--- src/verilog/slk_defs.svh ---
`ifndef SLK_DEFS_SVH
`define SLK_DEFS_SVH

`define SLK_CLK_HZ       50000000
`define SLK_BIT_RATE_HZ  10000000
// clock cycles per link bit
`define SLK_BIT_CYC      (`SLK_CLK_HZ / `SLK_BIT_RATE_HZ)
`define SLK_TIM_W        3
`define SLK_BIT_RELOAD   3'(`SLK_BIT_CYC - 1)
// from start edge to the centre of the second bit
`define SLK_FIRST_WAIT   3'(`SLK_BIT_CYC + (`SLK_BIT_CYC / 2) - 1)
`define SLK_LAST_DATA    4'h7
`define SLK_CNT_W        4
`define SLK_FRAME_W      11
`define SLK_DATA_LEN     4'hb
`define SLK_ACK_LEN      4'h2
`define SLK_ACK_FRAME    11'h001
`define SLK_DATA_HEAD    2'h3
`define SLK_STOP_BIT     1'h0
`define SLK_IDLE_LEVEL   1'h0

`endif

--- src/verilog/slk_pkg.sv ---
package slk_pkg;

   typedef logic [7:0] slk_byte_type;

   typedef enum logic [1:0] {
      RX_IDLE = 2'h0,
      RX_KIND = 2'h1,
      RX_DATA = 2'h3,
      RX_STOP = 2'h2
   } slk_rx_state_type;

endpackage

--- src/verilog/slk_link_if.sv ---
`timescale 1ns/1ps

interface slk_link_if;
   logic to_peer;
   logic to_node;

   modport node (
      output to_peer,
      input  to_node
   );

   modport peer (
      input  to_peer,
      output to_node
   );
endinterface

--- src/verilog/slk_node.sv ---
`timescale 1ns/1ps
`include "slk_defs.svh"
// Behaviour
// - one outgoing, one incoming line per node
// - data frame: start, one, eight bits, stop
// - acknowledge frame: start then a zero
// - next byte only after acknowledge received
// - single byte buffer; acknowledge needs room
// - acknowledge early when data reception starts
// - frames interleaved, data sent back to back
// - message done after last byte acknowledged
// - standard link bit rate, clock independent
// - phase-insensitive receiver, resync every frame
// - data bits least significant first
// - multibyte values low byte first
module slk_node
   import slk_pkg::*;
(
   input  wire logic         ref_clk_i,
   input  wire logic         rst_i,
   slk_link_if.node          link,
   input  wire slk_byte_type tx_data_i,
   input  wire logic         tx_valid_i,
   input  wire logic         tx_last_i,
   output logic              tx_ready_o,
   output logic              msg_done_o,
   output slk_byte_type      rx_data_o,
   output logic              rx_valid_o,
   input  wire logic         rx_ready_i
);

   logic                        line_s1_q;
   logic                        line_s2_q;
   logic                        line_s3_q;
   logic                        start_edge;
   slk_rx_state_type            rx_state_q;
   logic [`SLK_TIM_W-1:0]       rx_tim_q;
   logic [`SLK_CNT_W-1:0]       rx_cnt_q;
   slk_byte_type                rx_sh_q;
   logic                        rx_tick;
   logic                        hdr_data;
   logic                        hdr_ack;
   logic                        byte_end;
   slk_byte_type                buf_q;
   logic                        buf_full_q;
   logic                        hold_q;
   logic                        owed_q;
   logic                        take;
   logic                        ack_req;
   logic [`SLK_FRAME_W-1:0]     frame_q;
   logic [`SLK_CNT_W-1:0]       left_q;
   logic [`SLK_TIM_W-1:0]       tx_tim_q;
   logic                        credit_q;
   logic                        ack_pend_q;
   logic                        last_out_q;
   logic                        slot;
   logic                        load_ack;
   logic                        load_data;

   // incoming line comes from the far node's clock, so it is synchronised first
   always_ff @(posedge ref_clk_i) begin
      if (rst_i) begin
         line_s1_q <= `SLK_IDLE_LEVEL;
         line_s2_q <= `SLK_IDLE_LEVEL;
         line_s3_q <= `SLK_IDLE_LEVEL;
      end else begin
         line_s1_q <= link.to_node;
         line_s2_q <= line_s1_q;
         line_s3_q <= line_s2_q;
      end
   end

   assign start_edge = line_s2_q & ~line_s3_q;
   assign rx_tick    = (rx_tim_q == '0);

   // timing restarts on every start edge, so clock phase never matters
   always_ff @(posedge ref_clk_i) begin
      if (rst_i) begin
         rx_state_q <= RX_IDLE;
         rx_tim_q   <= '0;
         rx_cnt_q   <= '0;
         rx_sh_q    <= '0;
      end else begin
         unique case (rx_state_q)
            RX_IDLE: begin
               if (start_edge) begin
                  rx_state_q <= RX_KIND;
                  rx_tim_q   <= `SLK_FIRST_WAIT;
               end
            end
            RX_KIND: begin
               if (rx_tick) begin
                  rx_tim_q   <= `SLK_BIT_RELOAD;
                  rx_cnt_q   <= '0;
                  rx_state_q <= line_s2_q ? RX_DATA : RX_IDLE;
               end else begin
                  rx_tim_q <= rx_tim_q - 1'b1;
               end
            end
            RX_DATA: begin
               if (rx_tick) begin
                  rx_sh_q  <= {line_s2_q, rx_sh_q[7:1]};
                  rx_tim_q <= `SLK_BIT_RELOAD;
                  rx_cnt_q <= rx_cnt_q + 1'b1;
                  if (rx_cnt_q == `SLK_LAST_DATA) begin
                     rx_state_q <= RX_STOP;
                  end
               end else begin
                  rx_tim_q <= rx_tim_q - 1'b1;
               end
            end
            RX_STOP: begin
               if (rx_tick) begin
                  rx_state_q <= RX_IDLE;
               end else begin
                  rx_tim_q <= rx_tim_q - 1'b1;
               end
            end
         endcase
      end
   end

   assign hdr_data = (rx_state_q == RX_KIND) & rx_tick & line_s2_q;
   assign hdr_ack  = (rx_state_q == RX_KIND) & rx_tick & ~line_s2_q;
   assign byte_end = (rx_state_q == RX_STOP) & rx_tick;
   assign take     = buf_full_q & rx_ready_i;

   // the shift register doubles as the spare place while the buffer is full
   always_ff @(posedge ref_clk_i) begin
      if (rst_i) begin
         buf_q      <= '0;
         buf_full_q <= 1'b0;
         hold_q     <= 1'b0;
      end else if (byte_end && (!buf_full_q || take)) begin
         buf_q      <= rx_sh_q;
         buf_full_q <= 1'b1;
      end else if (byte_end) begin
         hold_q <= 1'b1;
      end else if (take && hold_q) begin
         buf_q  <= rx_sh_q;
         hold_q <= 1'b0;
      end else if (take) begin
         buf_full_q <= 1'b0;
      end
   end

   // early acknowledge while the buffer is free, else wait for the consumer
   assign ack_req = (hdr_data & (~buf_full_q | take)) | (owed_q & take);

   always_ff @(posedge ref_clk_i) begin
      if (rst_i) begin
         owed_q <= 1'b0;
      end else if (hdr_data && buf_full_q && !take) begin
         owed_q <= 1'b1;
      end else if (take) begin
         owed_q <= 1'b0;
      end
   end

   assign rx_data_o  = buf_q;
   assign rx_valid_o = buf_full_q;

   // a new frame may start in the cycle the last bit of the previous one ends
   assign slot       = (left_q == '0) | ((tx_tim_q == '0) & (left_q == `SLK_CNT_W'(1)));
   assign load_ack   = slot & ack_pend_q;
   assign load_data  = slot & ~ack_pend_q & credit_q & tx_valid_i;
   assign tx_ready_o = slot & ~ack_pend_q & credit_q;

   // acknowledges go first so the far sender waits on our data only while one of our frames is already on the line
   always_ff @(posedge ref_clk_i) begin
      if (rst_i) begin
         frame_q  <= '0;
         left_q   <= '0;
         tx_tim_q <= '0;
      end else if (load_ack) begin
         frame_q  <= `SLK_ACK_FRAME;
         left_q   <= `SLK_ACK_LEN;
         tx_tim_q <= `SLK_BIT_RELOAD;
      end else if (load_data) begin
         frame_q  <= {`SLK_STOP_BIT, tx_data_i, `SLK_DATA_HEAD};
         left_q   <= `SLK_DATA_LEN;
         tx_tim_q <= `SLK_BIT_RELOAD;
      end else if ((left_q != '0) && (tx_tim_q == '0)) begin
         frame_q  <= {`SLK_IDLE_LEVEL, frame_q[`SLK_FRAME_W-1:1]};
         left_q   <= left_q - 1'b1;
         tx_tim_q <= `SLK_BIT_RELOAD;
      end else if (left_q != '0) begin
         tx_tim_q <= tx_tim_q - 1'b1;
      end
   end

   // zeros shift in behind each frame, so the line idles low
   assign link.to_peer = frame_q[0];

   always_ff @(posedge ref_clk_i) begin
      if (rst_i) begin
         ack_pend_q <= 1'b0;
      end else begin
         ack_pend_q <= ack_req | (ack_pend_q & ~load_ack);
      end
   end

   // an arriving acknowledge wins over the send that uses up the credit
   always_ff @(posedge ref_clk_i) begin
      if (rst_i) begin
         credit_q <= 1'b1;
      end else begin
         if (load_data) begin
            credit_q <= 1'b0;
         end
         if (hdr_ack) begin
            credit_q <= 1'b1;
         end
      end
   end

   // bytes of a message are fed in low byte first by the user side
   always_ff @(posedge ref_clk_i) begin
      if (rst_i) begin
         last_out_q <= 1'b0;
         msg_done_o <= 1'b0;
      end else begin
         if (load_data) begin
            last_out_q <= tx_last_i;
         end
         msg_done_o <= hdr_ack & ~credit_q & last_out_q;
      end
   end

endmodule

--- src/flat_wrapper.sv ---
// flat-port wrapper written by rule: the top's interface ports become plain ports
module slk_node_flat import slk_pkg::*;
  (ref_clk_i, rst_i, tx_data_i, tx_valid_i, tx_last_i, tx_ready_o, msg_done_o, rx_data_o, rx_valid_o, rx_ready_i, link_to_peer, link_to_node);
  slk_link_if link_i ();
  input  wire logic ref_clk_i;
  input  wire logic rst_i;
  input  wire slk_byte_type tx_data_i;
  input  wire logic tx_valid_i;
  input  wire logic tx_last_i;
  output logic tx_ready_o;
  output logic msg_done_o;
  output slk_byte_type rx_data_o;
  output logic rx_valid_o;
  input  wire logic rx_ready_i;
  output wire logic [$bits(link_i.to_peer)-1:0] link_to_peer;
  input wire logic [$bits(link_i.to_node)-1:0] link_to_node;
  assign link_to_peer = link_i.to_peer;
  assign link_i.to_node = link_to_node;
  slk_node u_core (.ref_clk_i(ref_clk_i), .rst_i(rst_i), .link(link_i), .tx_data_i(tx_data_i), .tx_valid_i(tx_valid_i), .tx_last_i(tx_last_i), .tx_ready_o(tx_ready_o), .msg_done_o(msg_done_o), .rx_data_o(rx_data_o), .rx_valid_o(rx_valid_o), .rx_ready_i(rx_ready_i));
endmodule
--- config.mk ---
export PLATFORM = sky130hd
export DESIGN_NAME = slk_node_flat
export DESIGN_NICKNAME = d
export VERILOG_FILES = /design/src/verilog/slk_pkg.sv /design/src/verilog/slk_link_if.sv /design/src/verilog/slk_node.sv /design/src/flat_wrapper.sv
export VERILOG_INCLUDE_DIRS = /design/src /design/src/verilog
export SDC_FILE = /design/constraint.sdc
export NUM_CORES = 1
export LEC_CHECK = 0
export ABC_AREA = 1
export BUFFER_PORTS_ARGS = -buffer_cell sky130_fd_sc_hd__buf_2
export CORE_ASPECT_RATIO = 0.7
export CORE_UTILIZATION = 40
export DETAILED_ROUTE_END_ITERATION = 8
export GPL_ROUTABILITY_DRIVEN = 1
export HOLD_SLACK_MARGIN = 0.1
export PLACE_DENSITY = 0.72
export SETUP_SLACK_MARGIN = 0.05
export SLEW_MARGIN = 10
export SYNTH_ARGS = -nofsm -noshare
export SYNTH_HDL_FRONTEND = slang
export SYNTH_SLANG_ARGS = --single-unit
export TNS_END_PERCENT = 1
--- constraint.sdc ---
create_clock -name ref_clk_i -period 1.4 [get_ports ref_clk_i]
set_input_delay 0.28 -clock ref_clk_i [delete_from_list [all_inputs] [get_ports ref_clk_i]]
set_output_delay 0.28 -clock ref_clk_i [all_outputs]
set_load 0.02 [all_outputs]
# Yosys cells after proc, flatten, opt, wreduce, memory -nomap -nowiden
# Index checks and enable logic that the tools add are counted.
totals:
  regBits: 52
  output_inout_bits: 12
  wordCells: 133
op_classes:
  n_addsub: 4
  eq_ne: 13
  muxes: 34
  bitwise: 27
  n_reduce_logical: 33
ops:
  columns: ["cell", "count"]
  rows:
  - ["8-bit two-way mux", 3]
  - ["3-bit two-way mux", 7]
  - ["10-bit two-way mux", 2]
  - ["1-bit bitwise AND", 16]
  - ["4-bit two-way mux", 4]
  - ["2-bit two-way mux", 7]
  - ["2-bit by 1-bit inequality test with 1-bit output (second input constant)", 6]
  - ["2-bit nonzero test", 6]
  - ["3-bit one-hot mux with 3 select lines", 1]
  - ["1-bit two-way mux", 8]
  - ["2-bit one-hot mux with 4 select lines", 1]
  - ["4-bit one-hot mux with 2 select lines", 1]
  - ["2-bit AND reduction", 4]
  - ["4-bit nonzero test", 2]
  - ["1-bit NOT", 7]
  - ["3-bit logical NOT", 2]
  - ["3-bit AND reduction", 2]
  - ["2-bit OR reduction", 3]
  - ["3-bit by 1-bit subtractor with 3-bit output (second input constant)", 2]
  - ["1-bit logical AND", 5]
  - ["5-bit AND reduction", 1]
  - ["4-bit by 1-bit adder with 4-bit output (second input constant)", 1]
  - ["2-bit equality test (second input constant)", 2]
  - ["4-bit by 1-bit equality test with 1-bit output (second input constant)", 1]
  - ["12 further kinds", 17]

# Longest topological paths before layout
logic_depth:
  ltp_word: 8
  depth_mapped: 12
  ltp_nobuf: 11

# Least setup slack after synthesis
# No wires, ideal clock.
synth_path:
  path_kind: "register to output"
  from: "reg u_core.tx_tim_q[0]"
  to: "out tx_ready_o"
  t_arrival_ps: 1183
  path_slack_ps: -63
  path_stages_with_launch: 10
  path_buffers: 1
  cell_sequence: "dfxtp_1 -> inv_1 -> ha_1 -> inv_1 -> nor2_1 -> nand3_1 -> nand2_2 -> buf_6 -> nand2_1 -> inv_2"
synth_via:
  elab_chain_len: 5
synth_rtl:
  columns: ["item", "line", "text"]
  rows:
  - ["from (decl)", "slk_node.sv:52", "logic [`SLK_TIM_W-1:0] tx_tim_q;"]
  - ["from (signal assigned)", "slk_node.sv:178", "tx_tim_q <= `SLK_BIT_RELOAD;"]
  - ["from (signal assigned)", "slk_node.sv:182", "tx_tim_q <= `SLK_BIT_RELOAD;"]
  - ["from (signal assigned)", "slk_node.sv:186", "tx_tim_q <= `SLK_BIT_RELOAD;"]
  - ["3-bit logical NOT", "slk_node.sv:164", "assign slot = (left_q == '0) | ((tx_tim_q == '0) & (left_q == `SLK_CNT_W'(1)));"]
  - ["1-bit bitwise AND", "slk_node.sv:164", null]
  - ["1-bit bitwise OR", "slk_node.sv:164", null]
  - ["1-bit bitwise AND (2 in series)", "slk_node.sv:167", "assign tx_ready_o = slot & ~ack_pend_q & credit_q;"]
  - ["to (decl)", "flat_wrapper.sv:10", "output logic tx_ready_o;"]
# Every way passes these cells.

# Worst setup path in the final report
layout_path:
  from: "reg u_core.tx_tim_q[1]"
  to: "out tx_ready_o"
# The elaborated chain is that of the path after synthesis.

==> flow_summary.json <==
{
  "synth-seq-area-share_pct": 43.8,
  "timing.slew.headroom_pct": 80.3,
  "firstDrtPassIters": 4,
  "stdcell_area_um2": 3060,
  "overflow": 0,
  "p_leak_nw": 1.39,
  "syn_inst": 315,
  "insertion_delay_ns": 0.31,
  "synth-edff-count": 0,
  "syn_to_final_growth_pct": 28.8,
  "hold_slack_ns": 0.166,
  "num_io_pins": 26,
  "fp.dieW_um": 94.1,
  "synth_ff_type": "dfxtp_1",
  "initial_utilization_pct": 41.5,
  "synth_top_area_share_pct": 43.8,
  "p_total_w": 0.00578,
  "diodes": 0,
  "skew_ns": 0.00633,
  "antenna_found_initial": 0,
  "rsz0062_at_grt": "yes",
  "start_kind": "flip-flop",
  "syn_nets": 337,
  "track_usage_pct": 18.1,
  "dr.first_iter.drc_count": 135,
  "slowest_delay_ns": 0.33,
  "final_antenna_net_count": 0,
  "powerDensity_nw_per_um2": 1890,
  "clk_pin_slew_ns": 0.10,
  "failed_checks": "setup timing",
  "synth_warnings": 0,
  "grt_pass1_vias": 2044,
  "layout.cells.most_common": "nand2_1",
  "cts.htree.levels": 2,
  "port_buffers": 25,
  "numCtsBuffers": 5,
  "cts_tree": "done",
  "min_period_over_period_pct": 117,
  "cap_viol_max_count": 0,
  "tightest_slew_ns": 0.296,
  "crit_slowest_cell": "dfxtp_2",
  "syn_area_per_cell_um2": 7.55,
  "dp_hpwl_mm": 3.91,
  "cts.path.max_buffers": 2,
  "drc": 0,
  "arrival_ns": 1.36,
  "clock-root-buffer": "clkbuf_8",
  "fin_util_pct": 53.5,
  "outcome": "finished, violations left",
  "hold_buffers": 0,
  "drv_slew": 0,
  "hold_path_class": "in -> reg",
  "totalWireLength_mm": 5.25,
  "synth.cell_area_um2": 2380,
  "multiInputGateArea_um2": 1220,
  "dieArea_um2": 6260,
  "wl_per_cell_um": 11.7,
  "nets": 394,
  "placed_area_um2": 2820,
  "hold_viol_final": 0,
  "drive_gt1_share_pct": 29.5,
  "rows": 23,
  "crit_path_end_kind": "output port",
  "fmax_mhz": 610,
  "worst_slack_ns": -0.240,
  "grt_start_max_net_pins": 17,
  "crit_chain": "inv_2 -> ha_4 -> inv_2 -> nor2_4 -> nand3_4 -> nand2_4 -> nand2_4 -> inv_4 -> buf_6",
  "vdd_drop_max_mv": 0.652,
  "critPathRequiredTime_ns": 1.12,
  "grt_pass1_wl_mm": 8.88,
  "final-seq-area_um2": 1050,
  "synth_top_area_cell": "dfxtp_1",
  "avgViaCountPerCell": 4.86,
  "place.gp.congestion": 0.822,
  "design.core.area_um2": 5730,
  "async_reset_ff_share_pct": 0,
  "clock_sinks": 52,
  "fin_crit_ns": 1.64,
  "vias": 2179,
  "setup_viol": 20,
  "fillers": 547,
  "place_ws_ns": -0.150,
  "die_y_um": 66.5,
  "worstPathMaxFanout": 2,
  "worstSetupPathType": "reg -> out",
  "ys_types": 31,
  "mostFrequentLayoutCells": "nand2_1, dfxtp_1, inv_1, buf_4, a21oi_1",
  "synthTopCellsByArea": "dfxtp_1, nand2_1, a21oi_1",
  "ys_seq_elements": 52
}
synthesized netlist by cell type (2+ instances only):
cell,instances
nand2_1,61
dfxtp_1,52
inv_1,41
a21oi_1,33
o21ai_0,25
nor2_1,21
nand3_1,19
nand4_1,10
ha_1,8
buf_2,4
nor2_2,4
xor2_1,4
a31oi_1,3
buf_4,3
buf_6,3
nand2_2,3
nand2_4,3
clkbuf_1,2
inv_2,2
nor3_1,2
o21bai_1,2
state kept, by name (all words and copies together), names as in the netlist, 2 cells and up:
name and cells:
u_core.frame_q 10, u_core.rx_data_o 8, u_core.rx_sh_q 8, u_core.left_q 4
u_core.rx_cnt_q 4, u_core.rx_tim_q 3, u_core.tx_tim_q 3, u_core.rx_state_q 2
repair_timing:
action	CTS	global route
buffers inserted	5	0
pin swaps	8	1
setup endpoints to repair	41	47
gates resized for setup	10	28
cells by family after synthesis:
logic type	Yosys count	share of synthesized area, %
muxes	1	0.421
AOI/OAI and AO/OA	68	15.2
DFF	52	43.8
adders and majority gates	8	4.21
buffers and inverters	56	10.5
and+or+nand+nor	126	24.4
xor gates and xnor gates	4	1.47
area by class of cell:
type                    count  area share, %
multi-input cells         207           39.7
flip-flops and latches     52           34.2
repair buffers             63           14.5
inverters                  43           5.35
well taps                  75           3.06
clock buffers               6           2.70
clock inverters             2          0.449
routing by layer:
layer	vias to the layer above	track usage, %	part of all wire, %
met5	-	0	0
met1	999	24.9	52
met4	0	4.04	0.88
met3	7	3.77	4.7
met2	39	29.2	42
li1	1134	-	-
critical path, delay by kind of cell (launching register included):
kind | cells | cell delay [ns]
adder cells (fa/ha/maj) | 1 | 0.12
flip-flops | 1 | 0.33
AND/OR/NAND/NOR | 4 | 0.33
buffers and inverters | 4 | 0.26
path summary, 6_finish.rpt:
| kind | from | endpoint | slack (ns) | cells past startpoint |
|---|---|---|---|---|
| max reg2reg | u_core.left_q[1] | u_core.tx_tim_q[0] | -0.16 | 11 |
| min reg2reg | u_core.line_s1_q | u_core.line_s2_q | 0.43 | 2 |
| min | link_to_node | u_core.line_s1_q | 0.17 | 3 |
| max | u_core.tx_tim_q[1] | tx_ready_o | -0.24 | 9 |
report_power, final:
group          total, W  leakage (nW)  internal [W]  switching [W]
registers       0.00193         0.426       0.00177       0.000168
clock network  0.000910        0.0516      0.000405       0.000505
logic           0.00294         0.912       0.00131        0.00163
total           0.00578          1.39       0.00348        0.00230
stage by stage:
stage	setup TNS, ns	std cells
final	-2.27	448
after global routing	-4.47	448
after CTS	-2.69	448
after detailed placement	-1.69	435
after global placement	-0.261	435
after floorplan	0	315
Note: power is estimated with default switching activity, not from simulation.
